$ cat config.mk
export PLATFORM = sky130hd
export DESIGN_NAME = ucr_top
export DESIGN_NICKNAME = d
export VERILOG_FILES = /design/src/ucr_top.v
export VERILOG_INCLUDE_DIRS = /design/src
export SDC_FILE = /design/constraint.sdc
export NUM_CORES = 1
export LEC_CHECK = 0
export BUFFER_PORTS_ARGS = -buffer_cell sky130_fd_sc_hd__buf_2
export CORE_MARGIN = 8
export CORE_UTILIZATION = 34
export CTS_CLUSTER_DIAMETER = 100
export DETAILED_ROUTE_END_ITERATION = 8
export GPL_ROUTABILITY_DRIVEN = 0
export HOLD_SLACK_MARGIN = 0.1
export PLACE_DENSITY = 0.52
export SLEW_MARGIN = 20
export SYNTH_ARGS = -nofsm -noshare
export SYNTH_HDL_FRONTEND = slang
export SYNTH_SLANG_ARGS = --single-unit
export TNS_END_PERCENT = 50
$ cat constraint.sdc
create_clock -name clk_i -period 3.16 [get_ports clk_i]
set_clock_uncertainty 0.05 [all_clocks]
set_input_delay 0 -clock clk_i [delete_from_list [all_inputs] [get_ports clk_i]]
set_output_delay 0 -clock clk_i [all_outputs]
set_load 0.005 [all_outputs]
$ cat src/ucr_defs.vh
`ifndef UCR_DEFS_VH
`define UCR_DEFS_VH
// Register offsets
`define UCR_CTRL_ADDR 8'h30
`define UCR_DIV_ADDR 8'h24
`define UCR_STAT_ADDR 8'h40
// Control register fields
`define UCR_EN_BIT 0
`define UCR_OVS_BIT 3
`define UCR_TXE_BIT 8
`define UCR_RXE_BIT 9
`define UCR_RTS_BIT 11
`define UCR_RFC_BIT 14
`define UCR_TFC_BIT 15
`define UCR_SBL_LSB 16
`define UCR_SBL_MSB 19
`define UCR_CTRL_MASK 32'h000FCB09
`define UCR_CTRL_RESET 32'h00040300
`define UCR_DIV_RESET 16'h0001
// Baud ticks per bit
`define UCR_OVS16 5'h10
`define UCR_OVS8 5'h08
`endif

$ cat src/ucr_top.v
// Decided for this implementation: the address-and-strobe port.
`timescale 1ns/1ps
`include "ucr_defs.vh"
module ucr_top #(
  parameter DIV_W = 16
) (
  input wire clk_i,
  input wire resetn_i,
  input wire [7:0] addr_i,
  input wire [31:0] wdata_i,
  input wire wr_i,
  input wire rd_i,
  output reg [31:0] rdata_o,
  input wire [7:0] tx_data_i,
  input wire tx_valid_i,
  output reg tx_ready_o,
  output reg [7:0] rx_data_o,
  output reg rx_valid_o,
  input wire rx_ready_i,
  output reg txd_o,
  input wire rxd_i,
  output reg rts_n_o,
  input wire cts_n_i
);
  localparam S_IDLE = 2'h0;
  localparam S_START = 2'h1;
  localparam S_DATA = 2'h2;
  localparam S_STOP = 2'h3;

  reg [31:0] ctrl_r;
  reg [DIV_W-1:0] div_r;
  wire en = ctrl_r[`UCR_EN_BIT];
  wire ovs8 = ctrl_r[`UCR_OVS_BIT];
  wire [3:0] sbl = ctrl_r[`UCR_SBL_MSB:`UCR_SBL_LSB];

  // Register writes
  always @(posedge clk_i or negedge resetn_i) begin
    if (!resetn_i) begin
      ctrl_r <= `UCR_CTRL_RESET;
      div_r <= `UCR_DIV_RESET;
    end else if (wr_i) begin
      if (addr_i == `UCR_CTRL_ADDR)
        ctrl_r <= wdata_i & `UCR_CTRL_MASK;
      // Divisor register holds the integer divisor only
      if (addr_i == `UCR_DIV_ADDR) begin
        // A zero divisor would stretch the tick to 65536 clocks; it is taken as one
        if (wdata_i[DIV_W-1:0] == {DIV_W{1'b0}})
          div_r <= `UCR_DIV_RESET;
        else
          div_r <= wdata_i[DIV_W-1:0];
      end
    end
  end

  // Baud tick: one enable pulse per oversample clock group
  // A divisor lowered mid-count is caught by the >= compare, not a wrap
  reg [DIV_W-1:0] bdiv_r;
  reg tick_r;
  always @(posedge clk_i or negedge resetn_i) begin
    if (!resetn_i) begin
      bdiv_r <= {DIV_W{1'b0}};
      tick_r <= 1'b0;
    end else if (bdiv_r >= div_r - 1'b1) begin
      bdiv_r <= {DIV_W{1'b0}};
      tick_r <= 1'b1;
    end else begin
      bdiv_r <= bdiv_r + 1'b1;
      tick_r <= 1'b0;
    end
  end

  // ticks per bit; bit period = divisor x 16 or 8
  function [4:0] bit_len;
    input sel;
    begin
      bit_len = sel ? `UCR_OVS8 : `UCR_OVS16;
    end
  endfunction
  wire [4:0] nbit = bit_len(ovs8);

  // Occupancy step of a two-entry buffer; push and pop may share a cycle
  function [1:0] cnt_step;
    input [1:0] cnt;
    input up;
    input dn;
    begin
      cnt_step = cnt + {1'b0, up} - {1'b0, dn};
    end
  endfunction

  // Transmit two-entry buffer; stall of the line loses no word
  reg [7:0] tb_r [0:1];
  reg [1:0] tcnt_r;
  // Write and read pointers toggle between the two slots
  reg twp_r, trp_r;
  wire tpush = tx_valid_i && tx_ready_o;
  reg tpop;

  // Transmitter
  reg [1:0] ts_r;
  reg [4:0] tt_r;
  reg [2:0] tb_idx_r;
  // Shifter loaded at the start edge so the buffer slot frees early
  reg [7:0] tsh_r;
  // clear-to-send gates only the start of a character
  wire cts_ok = !ctrl_r[`UCR_TFC_BIT] || !cts_n_i;
  always @* begin
    // start only when enabled; ongoing character runs on
    // start waits for a tick so every bit is whole ticks long
    tpop = (ts_r == S_IDLE) && tick_r && en && ctrl_r[`UCR_TXE_BIT] && cts_ok &&
      (tcnt_r != 2'h0);
  end
  // Buffer occupancy after this cycle's push and pop
  wire [1:0] tcnt_nxt = cnt_step(tcnt_r, tpush, tpop);

  always @(posedge clk_i or negedge resetn_i) begin
    if (!resetn_i) begin
      tcnt_r <= 2'h0;
      twp_r <= 1'b0;
      trp_r <= 1'b0;
      tx_ready_o <= 1'b0;
      tb_r[0] <= 8'h00;
      tb_r[1] <= 8'h00;
    end else begin
      if (tpush) begin
        tb_r[twp_r] <= tx_data_i;
        twp_r <= ~twp_r;
      end
      if (tpop)
        trp_r <= ~trp_r;
      tcnt_r <= tcnt_nxt;
      // Ready registered: conservative while one word arrives
      // Going low a cycle early is safe; going low late would lose a word
      tx_ready_o <= (tcnt_nxt == 2'h0) || ((tcnt_nxt == 2'h1) && !tpush);
    end
  end

  // Transmit state machine; txd_o registered so the pin never glitches
  // Limitation: a rate change mid-character bends that character
  always @(posedge clk_i or negedge resetn_i) begin
    if (!resetn_i) begin
      ts_r <= S_IDLE;
      tt_r <= 5'h00;
      tb_idx_r <= 3'h0;
      tsh_r <= 8'h00;
      txd_o <= 1'b1;
    end else begin
      case (ts_r)
        S_IDLE: begin
          txd_o <= 1'b1;
          tt_r <= 5'h00;
          if (tpop) begin
            tsh_r <= tb_r[trp_r];
            ts_r <= S_START;
            txd_o <= 1'b0;
          end
        end
        S_START, S_DATA, S_STOP: begin
          if (tick_r) begin
            if (tt_r == nbit - 1'b1) begin
              tt_r <= 5'h00;
              if (ts_r == S_START) begin
                ts_r <= S_DATA;
                tb_idx_r <= 3'h0;
                txd_o <= tsh_r[0];
              end else if (ts_r == S_DATA) begin
                if (tb_idx_r == 3'h7) begin
                  ts_r <= S_STOP;
                  txd_o <= 1'b1;
                end else begin
                  tb_idx_r <= tb_idx_r + 1'b1;
                  txd_o <= tsh_r[tb_idx_r + 1'b1];
                end
              end else begin
                ts_r <= S_IDLE;
              end
            end else begin
              tt_r <= tt_r + 1'b1;
            end
          end
        end
        default: ts_r <= S_IDLE;
      endcase
    end
  end

  // Receive two-entry buffer
  reg [7:0] rb_r [0:1];
  reg [1:0] rcnt_r;
  reg rwp_r, rrp_r;
  reg rpush_r;
  reg [7:0] rsh_r;
  wire rpop = rx_valid_o && rx_ready_i;
  // Receive occupancy after this cycle's push and pop
  wire [1:0] rcnt_nxt = cnt_step(rcnt_r, rpush_r, rpop);

  // Receiver
  reg [1:0] rs_r;
  reg [4:0] rt_r;
  reg [2:0] ri_r;
  // short start length only at top speed with 8-clock bits
  wire fast = ovs8 && (div_r == `UCR_DIV_RESET);
  wire [4:0] half = fast ? {1'b0, sbl} : (nbit >> 1) - 1'b1;

  // Receive state machine; a high line at the start centre is a glitch
  // Limitation: rxd_i is used directly, so it must come from this clock
  always @(posedge clk_i or negedge resetn_i) begin
    if (!resetn_i) begin
      rs_r <= S_IDLE;
      rt_r <= 5'h00;
      ri_r <= 3'h0;
      rsh_r <= 8'h00;
      rpush_r <= 1'b0;
    end else begin
      rpush_r <= 1'b0;
      case (rs_r)
        S_IDLE: begin
          rt_r <= 5'h00;
          if (en && ctrl_r[`UCR_RXE_BIT] && !rxd_i)
            rs_r <= S_START;
        end
        S_START: begin
          if (tick_r) begin
            if (rt_r >= half) begin
              rt_r <= 5'h00;
              ri_r <= 3'h0;
              rs_r <= rxd_i ? S_IDLE : S_DATA;
            end else begin
              rt_r <= rt_r + 1'b1;
            end
          end
        end
        S_DATA: begin
          if (tick_r) begin
            if (rt_r == nbit - 1'b1) begin
              rt_r <= 5'h00;
              rsh_r <= {rxd_i, rsh_r[7:1]};
              if (ri_r == 3'h7)
                rs_r <= S_STOP;
              ri_r <= ri_r + 1'b1;
            end else begin
              rt_r <= rt_r + 1'b1;
            end
          end
        end
        S_STOP: begin
          // character completes even if enable dropped
          if (tick_r) begin
            if (rt_r == nbit - 1'b1) begin
              rs_r <= S_IDLE;
              rpush_r <= rxd_i && (rcnt_r != 2'h2);
            end else begin
              rt_r <= rt_r + 1'b1;
            end
          end
        end
        default: rs_r <= S_IDLE;
      endcase
    end
  end

  // Receive buffer; a full buffer drops the character, never overwrites
  always @(posedge clk_i or negedge resetn_i) begin
    if (!resetn_i) begin
      rcnt_r <= 2'h0;
      rwp_r <= 1'b0;
      rrp_r <= 1'b0;
      rb_r[0] <= 8'h00;
      rb_r[1] <= 8'h00;
    end else begin
      if (rpush_r) begin
        rb_r[rwp_r] <= rsh_r;
        rwp_r <= ~rwp_r;
      end
      if (rpop)
        rrp_r <= ~rrp_r;
      rcnt_r <= rcnt_nxt;
    end
  end

  // Receive output stage driven from the buffer head
  // Refills on the pop edge so a waiting word follows with no bubble
  always @(posedge clk_i or negedge resetn_i) begin
    if (!resetn_i) begin
      rx_valid_o <= 1'b0;
      rx_data_o <= 8'h00;
    end else begin
      if (!rx_valid_o || rpop) begin
        rx_valid_o <= (rcnt_r - {1'b0, rpop}) != 2'h0;
        rx_data_o <= rpop ? rb_r[~rrp_r] : rb_r[rrp_r];
      end
    end
  end

  // Request-to-send output, active low
  // Trade-off: releasing at one held word wastes a slot but covers a
  // character already on the wire when the far side sees the release
  always @(posedge clk_i or negedge resetn_i) begin
    if (!resetn_i) begin
      rts_n_o <= 1'b1;
    end else if (ctrl_r[`UCR_RFC_BIT]) begin
      // request only with room; one slot kept for a character in flight
      rts_n_o <= (rcnt_r != 2'h0);
    end else begin
      rts_n_o <= ~ctrl_r[`UCR_RTS_BIT];
    end
  end

  // Register reads, one cycle later
  // Cycles without a read return zero so stale data is never mistaken
  always @(posedge clk_i or negedge resetn_i) begin
    if (!resetn_i) begin
      rdata_o <= 32'h00000000;
    end else if (rd_i) begin
      case (addr_i)
        `UCR_CTRL_ADDR: rdata_o <= ctrl_r;
        `UCR_DIV_ADDR: rdata_o <= {{(32-DIV_W){1'b0}}, div_r};
        `UCR_STAT_ADDR: rdata_o <= {24'h000000, rcnt_r, tcnt_r, ts_r, rs_r};
        default: rdata_o <= 32'h00000000;
      endcase
    end else begin
      rdata_o <= 32'h00000000;
    end
  end
endmodule

# Word-level counts from Yosys, hierarchy flattened

Cells that the tools add are included.

Reductions and logical operators: 42
Bitwise logic cells: 10
Order comparisons: 10
Multiply operators: 0
Add/sub/neg operators: 13
Shift operators: 0
Equal/unequal tests: 31
Mux-type cells: 71
Div/mod/pow operators: 0

Operator list:

| operator              | count |
|---|---|
| $mux 8                | 12 |
| $pmux 20 s3           | 1 |
| $mux 5                | 10 |
| $bwmux 16             | 2 |
| $mux 16               | 2 |
| $mux 32               | 1 |
| $mux 2                | 15 |
| $ne 2x2->1 const B    | 14 |
| $mux 3                | 7 |
| $pmux 5 s4            | 1 |
| $add 16x1->16 const B | 1 |
| $demux 8 s1           | 2 |
| $eq 16x1->1 const B   | 1 |
| $eq 8x6->1 const B    | 2 |
| $ge 16x16->1          | 1 |
| $logic_not 16->1      | 1 |
| $sub 16x1->16 const B | 1 |
| $logic_and 1x1->1     | 14 |
| $mux 1                | 12 |
| $add 5x1->5 const B   | 2 |
| $eq 5x5->1            | 2 |
| $ge 2x2->1 const B    | 5 |
| $not 1->2             | 5 |
| $pmux 5 s2            | 1 |
| other kinds (30)      | 62 |

Input port bits: 56
Bits in registers: 165
Memories: 0
Output and inout bits: 44
Bits in latches: 0
Memory bits (read-only): 0
RAM bits: 0
Word-level logic and storage cells: 206

# Logic depth before layout (Yosys ltp)

Gate-level depths: netlist of the first run.

Depth after elaboration: 10
Depth in mapped cells: 12
Mapped depth without buffers: 12

# Worst setup path before layout of the first run

OpenSTA, ideal clock, no wires.

Path kind: register to register
From: register div_r[7]
To: register rt_r[0]
Required time: 3.027 ns
Slack: -0.186 ns
Path buffers: 0
Library setup time: 0.083 ns
Stages on the path, launching flop included: 12
Data arrival time: 3.213 ns
Cell sequence: dfrtp_1 or4_4 or3_4 nor4b_4 nand2_1 or2_1 ha_1 nand2b_1 a2111oi_2 o21bai_1 or3_1 o21ai_0

Cells in the longest elaborated chain, start to end: 7

RTL lines:

| what                         | line          | RTL |
|---|---|---|
| from (decl)                  | ucr_top.v:31  | `reg [DIV_W-1:0] div_r;` |
| from (signal assigned)       | ucr_top.v:40  | `` div_r <= `UCR_DIV_RESET; `` |
| from (signal assigned)       | ucr_top.v:48  | `` div_r <= `UCR_DIV_RESET; `` |
| from (signal assigned)       | ucr_top.v:50  | `div_r <= wdata_i[DIV_W-1:0];` |
| $eq 16x1->1 (no source line) | -             |  |
| $logic_and 1x1->1            | ucr_top.v:202 | `` wire fast = ovs8 && (div_r == `UCR_DIV_RESET); `` |
| $mux 5                       | ucr_top.v:203 | `wire [4:0] half = fast ? {1'b0, sbl} : (nbit >> 1) - 1'b1;` |
| $ge 5x5->1                   | ucr_top.v:224 | `if (rt_r >= half) begin` |
| $mux 5                       | ucr_top.v:224 |  |
| $mux 5                       | ucr_top.v:223 | `if (tick_r) begin` |
| $pmux 5 s4                   | ucr_top.v:216 | `case (rs_r)` |
| to (signal assigned)         | ucr_top.v:229 | `rt_r <= rt_r + 1'b1;` |
| to (signal assigned)         | ucr_top.v:242 | `rt_r <= rt_r + 1'b1;` |
| to (signal assigned)         | ucr_top.v:253 | `rt_r <= rt_r + 1'b1;` |
| to (decl)                    | ucr_top.v:199 | `reg [4:0] rt_r;` |

No other way between the ends. The select of a mux whose other input is x is not followed.
A chain may end at the register's enable or synchronous reset.

# Final worst setup path of the first run

Same ends and word-level chain as after synthesis.

==> results of run 1 <==
==> cell type report <==
cell class / count / area, um2
diodes: 1 / 2.50
repair buffers: 141 / 997
well taps: 280 / 350
flip-flops and latches: 153 / 3840
clock inverters: 15 / 183
clock buffers: 17 / 425
multi-input cells: 474 / 3720
fillers: 2081 / 12300
inverters: 21 / 78.8
==> worst max path at each step <==
stage	slack, ps	cells after the start	endpoint
detailed placement	-260	11	rt_r[0]$_DFFE_PN0P_
floorplan	-30	11	rt_r[0]$_DFFE_PN0P_
finish	-190	11	rt_r[0]$_DFFE_PN0P_
CTS	-200	11	rt_r[0]$_DFFE_PN0P_
global route	-310	11	rt_r[4]$_DFFE_PN0P_
global placement	-160	11	rt_r[0]$_DFFE_PN0P_
==> per-stage QoR <==
step | cell area (um2) | hold WS [ps] | worst slack [ps] | utilization (%)
3_5_place_dp | 8470 | 24.0 | -258 | 38.7
3_3_place_gp | 8470 | 11.9 | -157 | 38.7
5_1_grt | 9590 | 153 | -307 | 43.8
6_report | 9590 | 97.8 | -186 | 43.8
4_1_cts | 9570 | 117 | -200 | 43.7
2_1_floorplan | 7690 | -346 | -34.4 | -
==> routing by layer <==
layer  global-route usage (%)  up-vias
met1                     17.3     2731
met3                     3.83       19
met4                     4.15        2
met5                        0        -
met2                     21.8      118
li1                         -     2649
==> cells in the final DEF (no fill, tap or decap), drive strengths merged, types with 4 or more instances in the layout <==
cell / n
clkinv: 4
mux2i: 28
and2: 4
and3: 10
ha: 38
nand3: 11
o21ai: 28
conb: 12
xnor2: 23
o211ai: 10
dfrtp: 147
nor4: 6
a22oi: 13
or2: 4
xor2: 14
or4: 4
a211oi: 4
nor2: 62
a21oi: 25
clkbuf: 17
nand2: 38
or3: 4
nand4: 6
nor3: 12
buf: 103
dfstp: 6
inv: 28
nand2b: 6
mux2: 67
dlygate4sd3: 38
==> sequential cells by signal (all words and copies together), names as in the netlist, 2 cells and up, named ones only <==
signal and flops:
bdiv_r 16, rt_r 5, rsh_r 8, ri_r 3, rcnt_r 2, tb_idx_r 3
tb_r 16, rb_r 16, rdata_o 20, tt_r 5, ctrl_r 11, ts_r 2
rx_data_o 8, div_r 16, tsh_r 8, tcnt_r 2
==> Yosys cell counts, drive strengths merged (2+ instances only) <==
master / instances
o21a: 3
nor3: 12
nand4: 6
and4: 3
nand2b: 6
a21o: 3
nor4: 6
mux2: 67
a22oi: 13
ha: 38
mux4: 2
a21oi: 25
nor4b: 3
buf: 20
xor2: 14
o41ai: 2
dfstp: 6
nor4bb: 3
o211ai: 10
nand2: 38
nand3: 11
xnor2: 23
and4b: 2
and3: 10
a2111oi: 2
nor2b: 3
or4: 4
dfrtp: 147
a211oi: 4
a22o: 2
mux2i: 28
o21ai: 28
nand3b: 2
inv: 21
nor2: 62
a31oi: 2
or3: 4
clkbuf: 12
or2: 4
and2: 4
==> repair_timing <==
| action | in CTS | in global routing |
|---|---|---|
| setup endpoints to repair | 26 | 26 |
| endpoints found under the hold margin | 146 | 0 |
| pin swaps | 5 | 0 |
| buffers inserted | 2 | 0 |
| gates cloned | 0 | 0 |
| resized for setup | 20 | 6 |
| hold buffers | 38 | 0 |
==> logic make-up (layout without fill, tap and decap cells) <==
group,count (synthesis),in the layout,share of synthesized area (%)
buffers and inverters,53,194,3.30
adder cells (fa/ha/maj),38,38,6.24
multiplexers,97,97,14.2
XOR/XNOR,37,37,4.25
AO/OA/AOI/OAI,104,104,8.85
other,1,13,0.0492
flip-flops,153,153,50.4
AND/OR/NAND/NOR,186,186,12.8
==> critical path: cells and delay by family (launching register included) <==
family	cells	cell delay, ps
adder cells (fa/ha/maj)	1	270
flip-flops	1	380
AND/OR/NAND/NOR	7	2010
AO/OA/AOI/OAI	3	550
==> power by group through the flow <==
stage,Clock (W),Combinational (W),Sequential (W)
finish,0.00209,0.00137,0.00262
floorplan,0,0.000982,0.00250
CTS,0.00214,0.00138,0.00262
global placement,0,0.00125,0.00263
global route,0.00224,0.00153,0.00267
detailed placement,0,0.00131,0.00265
==> impl_metrics.toml, run 1 <==
[synthesis]
syn_area_um2 = 7620
ys_top_cells_by_area = "dfrtp_1, mux2_2, ha_1"
yosysUniqueCellTypes = 66
yosys_register_bits = 153
synthCells = 669
synth_warnings = 0
yosysTopAreaCell = "dfrtp_1"
avgSynthCellArea_um2 = 11.4
synth_ff_type = "dfrtp_1"
synthArstFlopShare_pct = 100
synth-seq-area-share_pct = 50.4
synth_edf_count = 0
synth_top_area_share_pct = 48.3

[detailed_routing]
antenna_left = 0
top_layer = "met5"
dr_total_vias = 5519
drt_iter0_markers = 374
wirelength_mm = 18.4
drc_errors = 0
met2WireLength_mm = 8.68
viasPerCell = 5.01
met1_length_mm = 8.56
wl_met3_um = 895
dr.pass1.iters = 5
routedWlPerCell_um = 16.7

[timing]
slew_headroom_pct = 41.4
tns_ps = -986
rsz0062_at_grt = "yes"
slew_violations = 0
setup_viol = 23
finalWorstSetupSlack_ps = -186
tightest_slew_ps = 880
period_share_pct = 106
fmax_ghz = 0.299
fin_crit_ps = 3350
hold_viol = 0

[pwr]
p_sw_w = 0.00190
clkPwrFrac_pct = 34.4
p_leak_nw = 4.53
vdd_drop_max_mv = 0.452
combPwrFrac_pct = 22.5
finalPower_w = 0.00607
sw_frac_of_total_pct = 31.4
cell_internal_pwr_w = 0.00417
p_per_area_nw_per_um2 = 633
p_seq_share_pct = 43.1

[global_routing]
antenna_found_initial = 2
grt_first_pass_wirelength_mm = 30.7
grt_overflow_total = 0
grt_max_degree = 83
grt_use_total_pct = 13.6
grt_pass1_vias = 5866

[worst_setup_path]
startpoint_type = "flop"
r2r-end = "rt_r[0]$_DFFE_PN0P_"
end_kind = "flop"
cp_data_arrival_time_ps = 3640
r2r_cells = 11
cpPeakStageDelay_ps = 540
cpMaxStageDelayCell = "or4_4"
path_max_fanout = 6
required_ps = 3460
path_cells = "or4_4 > or3_4 > nor4b_4 > nand2_1 > or2_1 > ha_1 > nand2b_4 > a2111oi_4 > o21bai_4 > or3_1 > o21ai_1"
startpoint = "div_r[7]$_DFFE_PN0P_"
reg2reg_slack_ps = -190
worst-setup-path-type = "reg -> reg"
worstReg2RegStart = "div_r[7]$_DFFE_PN0P_"

[clock_network]
cts_made_buffers = 17
clk_pin_slew_ps = 70
htreeDepth = 4
cts_num_sinks = 153
clockBufferDepth = 2
clkLatencyLatePin_ps = 420
cts_tree = "done"
cts_root_buffer = "clkbuf_16"

[outcome]
status = "finished with violations"
violations = "setup timing"

[final_layout]
area_growth_pct = 26.0
drive_above_1_share_pct = 29.7
fin_nets = 902
instances_no_fill = 1102

[floorplanning]
ioPinCount = 100
initial_core_util_pct = 34.8
die_h_um = 166
core_area_um2 = 21900
num_rows = 54
die_x_um = 166
dieArea_um2 = 27400

[job]
drv_cap = 0

[place]
io_buffer_count = 75
hpwl_mm = 13.6
place_inst = 1029

[hold_path]
hold_class = "in -> async"
Power figures use the tool's default switching activity.
==> inputs of run 2 (changes only) <==
Settings changed: CORE_ASPECT_RATIO set to 1.4, GPL_ROUTABILITY_DRIVEN 0 to unset.
==> run 2 against run 1 <==
Effect of this change:
- the run still ends with setup timing left
- sequential power about the same
- global-route usage up 0.81 points
- flip-flop and latch count unchanged
- design area up 0.50%
- non-clock buffer count up 1
- setup slack worse by 5.8 ps
- largest cell class unchanged
==> impl_metrics.toml, run 2 (synthesis gave the netlist of run 1 again) <==
[outcome]
status = "finished with violations"
violations = "setup timing"

[worst_setup_path]
r2r_cells = 10
path_max_fanout = 6
r2r-end = "rt_r[0]$_DFFE_PN0P_"
reg2reg_slack_ps = -190
cpPeakStageDelay_ps = 550
critPathTopFamily = "simple AND/OR/NAND/NOR gates"
path_buf_inv = 0
end_kind = "flop"
worst-setup-path-type = "reg -> reg"
required_ps = 3450
cpMaxStageDelayCell = "or4_4"
cp_data_arrival_time_ps = 3640
worstReg2RegStart = "div_r[7]$_DFFE_PN0P_"
startpoint_type = "flop"
path_cells = "or4_4 > or3_4 > nor4b_4 > nand3_1 > ha_1 > or3b_2 > a2111oi_4 > o21bai_4 > or3_1 > o21ai_1"

[floorplanning]
dieArea_um2 = 27500
die_h_um = 193
die_x_um = 143
initial_core_util_pct = 34.2
num_rows = 65
core_area_um2 = 22300
ioPinCount = 100

[place]
hpwl_mm = 13.8
place_congestion = 0.860
place_area_um2 = 8460
dp_slack_ps = -286
io_buffer_count = 75

[global_routing]
grt_pass1_vias = 5997
antenna_found_initial = 0
grt_overflow_total = 0
grt_first_pass_wirelength_mm = 30.8
grt_max_degree = 91
grt_use_total_pct = 14.4

[timing]
fin_crit_ps = 3350
finalWorstSetupSlack_ps = -192
tns_ps = -3660
fmax_ghz = 0.298
setup_viol = 26
rsz0062_at_grt = "yes"
hold_slack_ps = 116
hold_viol = 0
period_share_pct = 106
slew_headroom_pct = 38.3
slew_violations = 0
tightest_slew_ps = 925

[detailed_routing]
drc_errors = 0
dr.pass1.iters = 4
wirelength_mm = 19.0
drt_iter0_markers = 189
antenna_left = 0
viasPerCell = 4.92
routedWlPerCell_um = 16.9
dr_total_vias = 5533

[hold_path]
hold_depth = 5
whs_endpoint = "rdata_o[0]$_DFF_PN0_"
hp-start = "addr_i[3]"
hold_class = "in -> reg"

[final_layout]
n_fill_cell = 2142
largest_reg_flops = 20
max_flop_register = "rdata_o"
drive_above_1_share_pct = 29.7
final_common_cell = "dfrtp_1"
mostFrequentLayoutCells = "dfrtp_1, buf_2, mux2_2"
final_area_um2 = 9640
area_growth_pct = 26.6
fin_nets = 905
n_antenna_cell = 0
post-route-util_pct = 43.3

[clock_network]
htreeDepth = 4
clkLatencyLatePin_ps = 420
cts_root_buffer = "clkbuf_16"
cts_made_buffers = 17
clockBufferDepth = 2
cts_tree = "done"
cts_num_sinks = 153
clk_pin_slew_ps = 70

[pwr]
vdd_drop_max_mv = 0.400
p_leak_nw = 4.49
p_per_area_nw_per_um2 = 626

[job]
drv_cap = 0
[run 2: changes by cell type in the layout (fill, tap and decap cells not counted), moves of 2 or more]
cell           previous run  this run
nor3_2                    3         1
dlygate4sd3_1            38        40
nor3_4                    1         3
inv_6                     4         6
clkinvlp_4                2         4
clkinv_4                  2         0
o21ai_1                   2         4
o21ai_4                   0         3
o21ai_2                   4         1
[run 2: worst max path at each step]
stage	start	end	slack (ps)	depth (start not counted)
after floorplan	div_r[7]$_DFFE_PN0P_	rt_r[0]$_DFFE_PN0P_	-30	11
after global placement	div_r[7]$_DFFE_PN0P_	bdiv_r[10]$_DFF_PN0_	-170	11
after detailed placement	div_r[7]$_DFFE_PN0P_	bdiv_r[10]$_DFF_PN0_	-290	11
after CTS	div_r[7]$_DFFE_PN0P_	rt_r[0]$_DFFE_PN0P_	-190	11
after global routing	div_r[7]$_DFFE_PN0P_	rt_r[0]$_DFFE_PN0P_	-390	11
final	div_r[7]$_DFFE_PN0P_	rt_r[0]$_DFFE_PN0P_	-190	10
[run 2: metal layers]
metal	vias to the layer above	global-route usage [%]	part of all wire [%]
li1	2659	-	-
met1	2715	16.1	41
met2	126	25.9	52
met3	33	3.08	4.3
met4	0	5.95	2.5
met5	-	0	0
[run 2: worst reg2reg max path, cell delays in order, from the launching register on]
cell and delay (ps):
dfrtp_1 380, or4_4 550, or3_4 370, nor4b_4 280, nand3_1 120, ha_1 210, or3b_2 510, a2111oi_4 280
o21bai_4 120, or3_1 310, o21ai_1 90
[run 2: area by class of cell]
type | instances | area [um2] | area share (%)
clock buffer | 17 | 425 | 4.41
clock inverter | 15 | 151 | 1.57
inverter | 21 | 78.8 | 0.818
multi-input combinational | 476 | 3770 | 39.1
sequential | 153 | 3840 | 39.8
tap | 301 | 377 | 3.91
timing repair buffer | 142 | 1000 | 10.4
[run 2: timing repair]
action	4_1_cts	5_1_grt
endpoints found under the hold margin	164	0
hold buffers	40	0
setup endpoints to repair	27	27
cloned	2	0
gates resized for setup	21	10
buffers inserted	1	4
pin swaps	15	25
[run 2: stage by stage]
stage | instances | power [W]
after floorplan | 680 | 0.00348
after global placement | 1046 | 0.00383
after detailed placement | 1046 | 0.00391
after CTS | 1121 | 0.00608
after global routing | 1125 | 0.00641
final | 1125 | 0.00604
[run 2: where the power goes]
part / internal, W / total (W) / switching [W]
registers: 0.00227 / 0.00261 / 0.000337
logic: 0.000709 / 0.00143 / 0.000720
clock network: 0.00111 / 0.00200 / 0.000886
